`src/inc/switcher_regs_pkg.sv`:
```
// Shared constants and carrier types for the switcher voltage register bank.
package switcher_regs_pkg;

  // Register and field geometry.
  localparam int unsigned REG_W      = 8;
  localparam int unsigned CODE_W     = 7;
  localparam int unsigned CODE_MSB   = 7;
  localparam int unsigned CODE_LSB   = 1;
  localparam int unsigned SELECT_BIT = 0;

  // Wishbone geometry: one 32-bit word per register, index times four is the byte address.
  localparam int unsigned WB_DATA_W = 32;
  localparam int unsigned WB_SEL_W  = 4;
  localparam int unsigned IDX_W     = 8;
  localparam int unsigned IDX_LSB   = 2;

  // Register indices as printed.
  localparam logic [IDX_W-1:0] IDX_SECOND_CONTROL      = 8'h21;
  localparam logic [IDX_W-1:0] IDX_THIRD_DECAY_CONTROL = 8'h22;
  localparam logic [IDX_W-1:0] IDX_THIRD_VOLTAGE_CODE  = 8'h23;
  localparam logic [IDX_W-1:0] IDX_THIRD_SLEEP_CONTROL = 8'h24;

  // Read fill values.
  localparam logic [REG_W-1:0]           READ_ZERO     = 8'h00;
  localparam logic [WB_DATA_W-REG_W-1:0] UPPER_ZERO    = 24'h000000;
  localparam logic                       RESERVED_READ = 1'b0;

  // Sleep control pins are active low, so the idle level means normal mode.
  localparam logic PIN_IDLE_LEVEL   = 1'b1;
  localparam logic PIN_SELECT_FIRST = 1'b0;
  localparam logic SLEEP_ENABLED    = 1'b1;

  // Factory programmed reset contents of the four registers.
  typedef struct packed {
    logic [REG_W-1:0] second_control;
    logic [REG_W-1:0] third_decay_control;
    logic [REG_W-1:0] third_voltage_code;
    logic [REG_W-1:0] third_sleep_control;
  } factory_defaults_s;

  // Regulation targets handed to the converter control loops.
  typedef struct packed {
    logic [CODE_W-1:0] second_switcher_voltage_code;
    logic              second_switcher_decay_select;
    logic [CODE_W-1:0] third_switcher_target_code;
    logic              third_switcher_decay_select;
    logic              third_switcher_in_sleep;
  } switcher_targets_s;

endpackage

```
`src/core/pin_sync.sv`:
```
// Two flip-flop synchroniser for one asynchronous input pin.
`timescale 1ns/10ps
module pin_sync #(
  parameter logic IDLE_LEVEL = 1'b1
) (
  // Clock and reset.
  input  wire logic clk_i,
  input  wire logic rst_i,
  // Pin and synchronised level.
  input  wire logic pin_i,
  output logic      level_o
);

  typedef struct packed {
    logic first_stage;
    logic second_stage;
  } sync_state_s;

  sync_state_s state;
  sync_state_s next_state;

  // The first stage feeds only the second stage, to keep metastability contained.
  always_comb begin
    next_state              = state;
    next_state.first_stage  = pin_i;
    next_state.second_stage = state.first_stage;
    if (rst_i) begin
      next_state.first_stage  = IDLE_LEVEL;
      next_state.second_stage = IDLE_LEVEL;
    end
  end

  // State register.
  always_ff @(posedge clk_i) begin
    state <= next_state;
  end

  assign level_o = state.second_stage;

endmodule // pin_sync

```
`src/core/sleep_code_select.sv`:
```
// Chooses the third converter's target code from sleep enable and the assigned pin.
`timescale 1ns/10ps
module sleep_code_select #(
  parameter int unsigned CODE_W = 7
) (
  // Controls.
  input  wire logic              sleep_enable_i,
  input  wire logic              pin_select_i,
  input  wire logic              first_sleep_level_i,
  input  wire logic              second_sleep_level_i,
  // Codes.
  input  wire logic [CODE_W-1:0] normal_code_i,
  input  wire logic [CODE_W-1:0] sleep_code_i,
  output logic      [CODE_W-1:0] target_code_o,
  output logic                   in_sleep_o
);

  logic assigned_level;

  // Only the factory assigned pin is looked at; the other one is ignored.
  always_comb begin
    if (pin_select_i == switcher_regs_pkg::PIN_SELECT_FIRST) begin
      assigned_level = first_sleep_level_i;
    end else begin
      assigned_level = second_sleep_level_i;
    end
  end

  // Sleep applies only while enabled and the pin sits low.
  assign in_sleep_o    = (sleep_enable_i == switcher_regs_pkg::SLEEP_ENABLED) &&
                         (assigned_level != switcher_regs_pkg::PIN_IDLE_LEVEL);
  assign target_code_o = in_sleep_o ? sleep_code_i : normal_code_i;

endmodule // sleep_code_select

```
`src/core/switcher_voltage_regs.sv`:
```
// Wishbone register bank holding voltage codes and slew or decay choices for two converters.
`timescale 1ns/10ps

module switcher_voltage_regs #(
  parameter int unsigned ADR_W  = 12,
  parameter int unsigned CODE_W = switcher_regs_pkg::CODE_W
) (
  // Clock and reset.
  input  wire logic                                       clk_i,
  input  wire logic                                       rst_i,
  // Wishbone slave.
  input  wire logic                                       wb_cyc_i,
  input  wire logic                                       wb_stb_i,
  input  wire logic                                       wb_we_i,
  input  wire logic [ADR_W-1:0]                           wb_adr_i,
  input  wire logic [switcher_regs_pkg::WB_SEL_W-1:0]     wb_sel_i,
  input  wire logic [switcher_regs_pkg::WB_DATA_W-1:0]    wb_dat_i,
  output logic      [switcher_regs_pkg::WB_DATA_W-1:0]    wb_dat_o,
  output logic                                            wb_ack_o,
  // Factory configuration.
  input  wire switcher_regs_pkg::factory_defaults_s       factory_defaults_i,
  input  wire logic                                       factory_pin_select_i,
  // Sleep control pins, active low and asynchronous.
  input  wire logic                                       first_sleep_control_pin_i,
  input  wire logic                                       second_sleep_control_pin_i,
  // Regulation targets.
  output switcher_regs_pkg::switcher_targets_s            targets_o
);

  localparam int unsigned MSB = switcher_regs_pkg::CODE_MSB;
  localparam int unsigned LSB = switcher_regs_pkg::CODE_LSB;
  localparam int unsigned SEL = switcher_regs_pkg::SELECT_BIT;
  localparam int unsigned REG_W = switcher_regs_pkg::REG_W;

  typedef struct packed {
    logic [REG_W-1:0]                     second_control;
    logic [REG_W-1:0]                     third_decay_control;
    logic [CODE_W-1:0]                    third_voltage_code;
    logic [REG_W-1:0]                     third_sleep_control;
    logic                                 pin_select;
    logic                                 ack;
    logic [REG_W-1:0]                     read_data;
    switcher_regs_pkg::switcher_targets_s targets;
  } bank_state_s;

  bank_state_s       state;
  bank_state_s       next_state;
  logic              request;
  logic              new_request;
  logic              write_commit;
  logic [ADR_W-1:0]  addr_second_control;
  logic [ADR_W-1:0]  addr_third_decay;
  logic [ADR_W-1:0]  addr_third_code;
  logic [ADR_W-1:0]  addr_third_sleep;
  logic [REG_W-1:0]  read_value;
  logic              first_sleep_level;
  logic              second_sleep_level;
  logic [CODE_W-1:0] third_selected_code;
  logic              third_sleep_request;
  logic [CODE_W-1:0] write_code;
  logic              write_select;

  // Byte addresses of the four registers, four times the printed index.
  assign addr_second_control = ADR_W'(switcher_regs_pkg::IDX_SECOND_CONTROL)
                               << switcher_regs_pkg::IDX_LSB;
  assign addr_third_decay    = ADR_W'(switcher_regs_pkg::IDX_THIRD_DECAY_CONTROL)
                               << switcher_regs_pkg::IDX_LSB;
  assign addr_third_code     = ADR_W'(switcher_regs_pkg::IDX_THIRD_VOLTAGE_CODE)
                               << switcher_regs_pkg::IDX_LSB;
  assign addr_third_sleep    = ADR_W'(switcher_regs_pkg::IDX_THIRD_SLEEP_CONTROL)
                               << switcher_regs_pkg::IDX_LSB;

  // Bus qualifiers; a write lands at the edge where the master sees ack.
  assign request      = wb_cyc_i && wb_stb_i;
  assign new_request  = request && !state.ack;
  assign write_commit = request && state.ack && wb_we_i && wb_sel_i[0];
  assign write_code   = wb_dat_i[MSB:LSB];
  assign write_select = wb_dat_i[SEL];

  // Sleep pins come from outside, so each passes two flip-flops first.
  pin_sync #(
    .IDLE_LEVEL (switcher_regs_pkg::PIN_IDLE_LEVEL)
  ) u_first_pin_sync (
    .clk_i   (clk_i),
    .rst_i   (rst_i),
    .pin_i   (first_sleep_control_pin_i),
    .level_o (first_sleep_level)
  );

  pin_sync #(
    .IDLE_LEVEL (switcher_regs_pkg::PIN_IDLE_LEVEL)
  ) u_second_pin_sync (
    .clk_i   (clk_i),
    .rst_i   (rst_i),
    .pin_i   (second_sleep_control_pin_i),
    .level_o (second_sleep_level)
  );

  sleep_code_select #(
    .CODE_W (CODE_W)
  ) u_sleep_code_select (
    .sleep_enable_i       (state.third_sleep_control[SEL]),
    .pin_select_i         (state.pin_select),
    .first_sleep_level_i  (first_sleep_level),
    .second_sleep_level_i (second_sleep_level),
    .normal_code_i        (state.third_voltage_code),
    .sleep_code_i         (state.third_sleep_control[MSB:LSB]),
    .target_code_o        (third_selected_code),
    .in_sleep_o           (third_sleep_request)
  );

  // Read multiplexer; unmapped addresses read as zero rather than erroring.
  always_comb begin
    read_value = switcher_regs_pkg::READ_ZERO;
    if (wb_adr_i == addr_second_control) begin
      read_value = state.second_control;
    end else if (wb_adr_i == addr_third_decay) begin
      read_value = state.third_decay_control;
    end else if (wb_adr_i == addr_third_code) begin
      read_value = {state.third_voltage_code, switcher_regs_pkg::RESERVED_READ};
    end else if (wb_adr_i == addr_third_sleep) begin
      read_value = state.third_sleep_control;
    end
  end

  // Next state of the whole bank: bus handshake, register writes and targets.
  always_comb begin
    next_state     = state;
    next_state.ack = new_request;
    if (new_request && !wb_we_i) begin
      next_state.read_data = read_value;
    end
    if (write_commit) begin
      if (wb_adr_i == addr_second_control) begin
        next_state.second_control[MSB:LSB] = write_code;
        next_state.second_control[SEL] = write_select;
      end else if (wb_adr_i == addr_third_decay) begin
        next_state.third_decay_control[MSB:LSB] = write_code;
        next_state.third_decay_control[SEL] = write_select;
      end else if (wb_adr_i == addr_third_code) begin
        next_state.third_voltage_code = write_code;
      end else if (wb_adr_i == addr_third_sleep) begin
        next_state.third_sleep_control = wb_dat_i[REG_W-1:0];
      end
    end
    next_state.targets.second_switcher_voltage_code = state.second_control[MSB:LSB];
    next_state.targets.second_switcher_decay_select = state.second_control[SEL];
    next_state.targets.third_switcher_decay_select  = state.third_decay_control[SEL];
    next_state.targets.third_switcher_target_code   = third_selected_code;
    next_state.targets.third_switcher_in_sleep      = third_sleep_request;
    if (rst_i) begin
      next_state.second_control      = factory_defaults_i.second_control;
      next_state.third_decay_control = factory_defaults_i.third_decay_control;
      next_state.third_voltage_code  = factory_defaults_i.third_voltage_code[MSB:LSB];
      next_state.third_sleep_control = factory_defaults_i.third_sleep_control;
      next_state.pin_select          = factory_pin_select_i;
      next_state.ack                 = 1'b0;
      next_state.read_data           = switcher_regs_pkg::READ_ZERO;
      next_state.targets.second_switcher_voltage_code =
        factory_defaults_i.second_control[MSB:LSB];
      next_state.targets.second_switcher_decay_select =
        factory_defaults_i.second_control[SEL];
      next_state.targets.third_switcher_target_code   =
        factory_defaults_i.third_voltage_code[MSB:LSB];
      next_state.targets.third_switcher_decay_select  =
        factory_defaults_i.third_decay_control[SEL];
      next_state.targets.third_switcher_in_sleep      = 1'b0;
    end
  end

  // The only register process; reset is folded into the next state above.
  always_ff @(posedge clk_i) begin
    state <= next_state;
  end

  // Outputs; targets lag the registers by one cycle, which is harmless for a regulator.
  assign wb_ack_o  = state.ack;
  assign wb_dat_o  = {switcher_regs_pkg::UPPER_ZERO, state.read_data};
  assign targets_o = state.targets;

  logic write_second;
  logic write_third_decay;
  logic write_third_sleep;
  logic read_third_code;
  logic read_second;
  logic write_third_code;
  logic addr_mapped;
  logic write_refused;
  logic assigned_level;

  // Helpers that mark a committed access to one register.
  assign write_second      = write_commit && (wb_adr_i == addr_second_control);
  assign write_third_decay = write_commit && (wb_adr_i == addr_third_decay);
  assign write_third_sleep = write_commit && (wb_adr_i == addr_third_sleep);
  assign read_third_code   = request && state.ack && !wb_we_i &&
                             (wb_adr_i == addr_third_code);
  assign read_second       = request && state.ack && !wb_we_i &&
                             (wb_adr_i == addr_second_control);
  assign write_third_code  = write_commit && (wb_adr_i == addr_third_code);

  // Refused write at its ack edge: lane 0 disabled or no register at that address.
  assign addr_mapped   = (wb_adr_i == addr_second_control) || (wb_adr_i == addr_third_decay) ||
                         (wb_adr_i == addr_third_code) || (wb_adr_i == addr_third_sleep);
  assign write_refused = request && state.ack && wb_we_i && (!wb_sel_i[0] || !addr_mapped);

  // Level of the pin that the strap selects, worked out apart from the selector module.
  assign assigned_level = (state.pin_select == switcher_regs_pkg::PIN_SELECT_FIRST) ?
                          first_sleep_level : second_sleep_level;
endmodule // switcher_voltage_regs

```
`config.mk`:
```
export PLATFORM = sky130hd
export DESIGN_NAME = switcher_voltage_regs
export DESIGN_NICKNAME = d
export VERILOG_FILES = /design/src/inc/switcher_regs_pkg.sv /design/src/core/pin_sync.sv /design/src/core/sleep_code_select.sv /design/src/core/switcher_voltage_regs.sv
export SDC_FILE = /design/constraint.sdc
export NUM_CORES = 1
export LEC_CHECK = 0
export ABC_AREA = 1
export BUFFER_PORTS_ARGS = -buffer_cell sky130_fd_sc_hd__buf_2
export CAP_MARGIN = 20
export CORE_MARGIN = 2
export CORE_UTILIZATION = 43
export CTS_CLUSTER_DIAMETER = 80
export DETAILED_ROUTE_END_ITERATION = 10
export PLACE_DENSITY = 0.87
export SYNTH_ARGS = -nofsm -noshare
export SYNTH_HDL_FRONTEND = slang
export SYNTH_SLANG_ARGS = --single-unit
```
`constraint.sdc`:
```
create_clock -name clk_i -period 1.9 [get_ports clk_i]
set_input_delay 0.38 -clock clk_i [delete_from_list [all_inputs] [get_ports clk_i]]
set_output_delay 0.38 -clock clk_i [all_outputs]
set_load 0.1 [all_outputs]
```
==> out/qor.csv <==
stage;metric;value;unit
sta;Least-Margin Pin Slew;0.7603;ns
clock_network;CTS clock-pin slew for the worst setup and hold paths;0.07;ns
sta;RSZ-0062 raised after global routing;false;
sta;max-slew violation count;0;
setup_path;Arr. time, crit path;1.62;ns
setup_path;Crit path max-delay family;compound AO/OA/AOI/OAI gates;
sta;Final Hold Fails;0;
placed_design;Place WS;-0.06784;ns
sta;hold_ws;0.2212;ns
setup_path;crit path max-delay cell type;o21ai_1;
setup_path;Critical Path Fanout Max;7;
global_route;met2 Resource Use GR;30.19;%
clock_network;clk sinks;62;
clock_network;# H-tree levels;3;
placed_design;DPL Wire Length;5.476;mm
setup_path;Buf/Inv on CP;0;
setup_path;slowest cell delay on critical path;0.60;ns
setup_path;slack of the worst reg-to-reg path;0.25;ns
cells_and_area;Diodes inserted;0;
cells_and_area;final net count;532;
detailed_routing;DRT iter0 DRCs;192;
clock_network;Bufs on Longest Clock Path;2;
clock_network;Clk Latency, worst-skew pair;0.34;ns
setup_path;r2r startpoint;wb_ack_o;
cells_and_area;Filler Cell Count;650;
logic_synthesis;Yosys cell types;28;
pwr;VDD IR-drop max;0.6545;mV
run;max_cap viols;0;
setup_path;FF-to-FF path depth;4;
logic_synthesis;YS warnings;0;
detailed_routing;via count;2534;
floorplan;die area;7896;µm²
sta;period utilization;86.74;%
worst_hold_path;Worst Hold Class;input port to register;
detailed_routing;ANT nets after route;0;
sta;max_slew headroom;48.97;%
run_status;run status;finished clean;
floorplan;chip width;88.86;µm
sta;Setup TNS;0;ns
detailed_routing;drc violations;0;
global_route;largest net degree at the start of global routing;32;
setup_path;FF-to-FF End;state[41];
cells_and_area;area grow syn2layout;17.25;%
global_route;grt peak-use layer;met2;
logic_synthesis;Post-Synthesis Cells;367;
sta;Tmin final;1.648;ns
floorplan;starting density of the core;45.08;%
sta;Setup Skew;0.007246;ns
global_route;GRT Util Overall;18.09;%
clock_network;CTS Buf Count;9;
setup_path;required time of the critical path;1.87;ns
floorplan;Core ar.;6869;µm²
logic_synthesis;sequential share of the synthesized area;50.42;%
setup_path;CP Class;register to register;
logic_synthesis;Mapped Area;3097;µm²
logic_synthesis;Yosys reg bits;62;
detailed_routing;DRT Wirelength;7.056;mm
sta;fin worst setup slack;0.2519;ns
global_route;met1 Usage GRT;22.33;%
floorplan;DIE HEIGHT;88.86;µm
worst_hold_path;WHS Path Cells;1;
cells_and_area;area of the multi-input gates;1091;µm²
placed_design;final RePlAce weighted congestion;0.8870;
global_route;first-pass GRT wire length;10.36;mm
global_route;vias in the first global route;2275;
worst_hold_path;hold_sp;factory_pin_select_i;
global_route;GRT Residual Overflow;0;
detailed_routing;DR WL/cell;12.95;µm
clock_network;number of hold buffers added after cts;0;
pwr;P per Cell Area;935.6;nW/µm²
global_route;met3 Track Usage GR;4.664;%
clock_network;CTS resizes;0;
clock_network;postcts setup bufs;0;
detailed_routing;Pre-Repair DR Iteration Count;5;
setup_path;crit-path cells;nand3_1 > nor2_1 > nand2_1 > o21ai_1;
cells_and_area;share of layout cells above drive strength 1;30.29;%
sta;top achievable clock speed;606.7;MHz
floorplan;I/O pins;138;
clock_network;TritonCTS clock tree;yes;
worst_hold_path;Hold EP;state[26];
placed_design;PortBufs;85;
sta;final setup fails;0;
logic_synthesis;syn_area_per_cell;8.438;µm²
floorplan;row count;30;
detailed_routing;Vias/cell;4.650;
pwr;Lkg Pwr;1.816;nW
clock_network;Root Driver;clkbuf_8;
cells_and_area;Core Util, Final;52.86;%
cells_and_area;Reg area;1563;µm²
setup_path;nature of the critical path startpoint;register;
global_route;initial antenna violation count;0;
setup_path;element type at the critical path end;register;
## metrics by stage
step                cell area [µm²]  cells  total power, mW
floorplan                      3184    390            2.218
global route                   3631    545            3.510
global placement               3440    529            2.285
finish                         3631    545            3.397
detailed placement             3440    529            2.296
CTS                            3631    545            3.409
## cell usage after synthesis
cell      count  area share [%]
nor3_1        1            0.16
inv_1        29             3.5
nand4_1       1            0.20
nand3_2       1            0.32
buf_4        49              12
dfxtp_1      30              19
nor3_2        1            0.32
buf_6         1            0.36
nor2_2        6             1.2
nor2_8        1            0.65
edfxtp_1     32              31
nor2_1       14             1.7
clkbuf_1      6            0.73
nor2_4        2            0.73
nand3_1      32             5.2
nand2_1      99              12
inv_2         1            0.12
o21ai_1       8             1.3
clkinv_1      2            0.24
o21ai_0      24             3.9
a21oi_1       8             1.3
nand2_2       3            0.61
buf_1         1            0.12
a21oi_2       2            0.57
buf_2         1            0.16
conb_1        1            0.12
or2_2         4            0.81
o22ai_1       7             1.4
## logic make-up (layout without fill, tap and decap cells)
logic type / after synthesis / after routing / share of synthesized area, %
compound gates: 49 / 49 / 8.445
simple gates: 165 / 165 / 23.88
buf+inv: 90 / 149 / 17.13
flops: 62 / 62 / 50.42
other cells: 1 / 24 / 0.1211
## cell usage in the layout (no fill, tap or decap), drive strengths merged
master    instances
inv              30
o21ai            32
nor2             23
clkinvlp          1
o22ai             7
nand2           102
conb             24
clkbuf           12
edfxtp           32
nor3              2
bufinv            1
a21oi            10
nand3            33
nand4             1
clkinv            4
dfxtp            30
buf             101
or2               4
## worst max-delay path by stage
stage	endpoint	slack [ns]	from	depth (start not counted)
2_1_floorplan	state[27]	0.09	wb_ack_o	4
3_3_place_gp	state[36]	0.05	wb_adr_i[9]	6
3_5_place_dp	state[40]	-0.07	wb_adr_i[9]	6
4_1_cts	state[41]	0.21	wb_ack_o	4
5_1_grt	state[41]	0.18	wb_ack_o	4
6_report	state[41]	0.25	wb_ack_o	4
## metal layers
layer	up-vias	part of all wire (%)
met5	-	0
met2	108	49
li1	1275	-
met1	1139	42
met4	0	1.8
met3	12	7.6
## registers in the layout, indices dropped and copies added, names as in the netlist
signal and count:
targets_o 17, u_second_pin_sync.level_o 1, u_first_pin_sync.state 1, wb_dat_o 8, wb_ack_o 1, u_first_pin_sync.level_o 1
u_second_pin_sync.state 1, state 32
## power breakdown
group / leakage, nW / switching (mW) / internal, mW / total [mW]
combinational: 1.17 / 0.608 / 0.125 / 0.733
sequential: 0.557 / 0.0303 / 1.50 / 1.53
clock: 0.0940 / 0.494 / 0.636 / 1.13
total: 1.82 / 1.13 / 2.26 / 3.40
## cell type report
type | count | area share [%]
Sequential cell | 62 | 43.04
Multi-Input combinational cell | 238 | 30.05
Timing Repair Buffer | 101 | 15.02
Clock buffer | 12 | 3.997
Inverter | 32 | 3.308
Tap cell | 96 | 3.308
Clock inverter | 4 | 1.275
## worst register-to-register path, stage by stage (launching register included)
cell and delay [ns]:
dfxtp_2 0.35, nand3_1 0.07, nor2_1 0.16, nand2_1 0.09
o21ai_1 0.60
(Power assumes the default switching activity.)
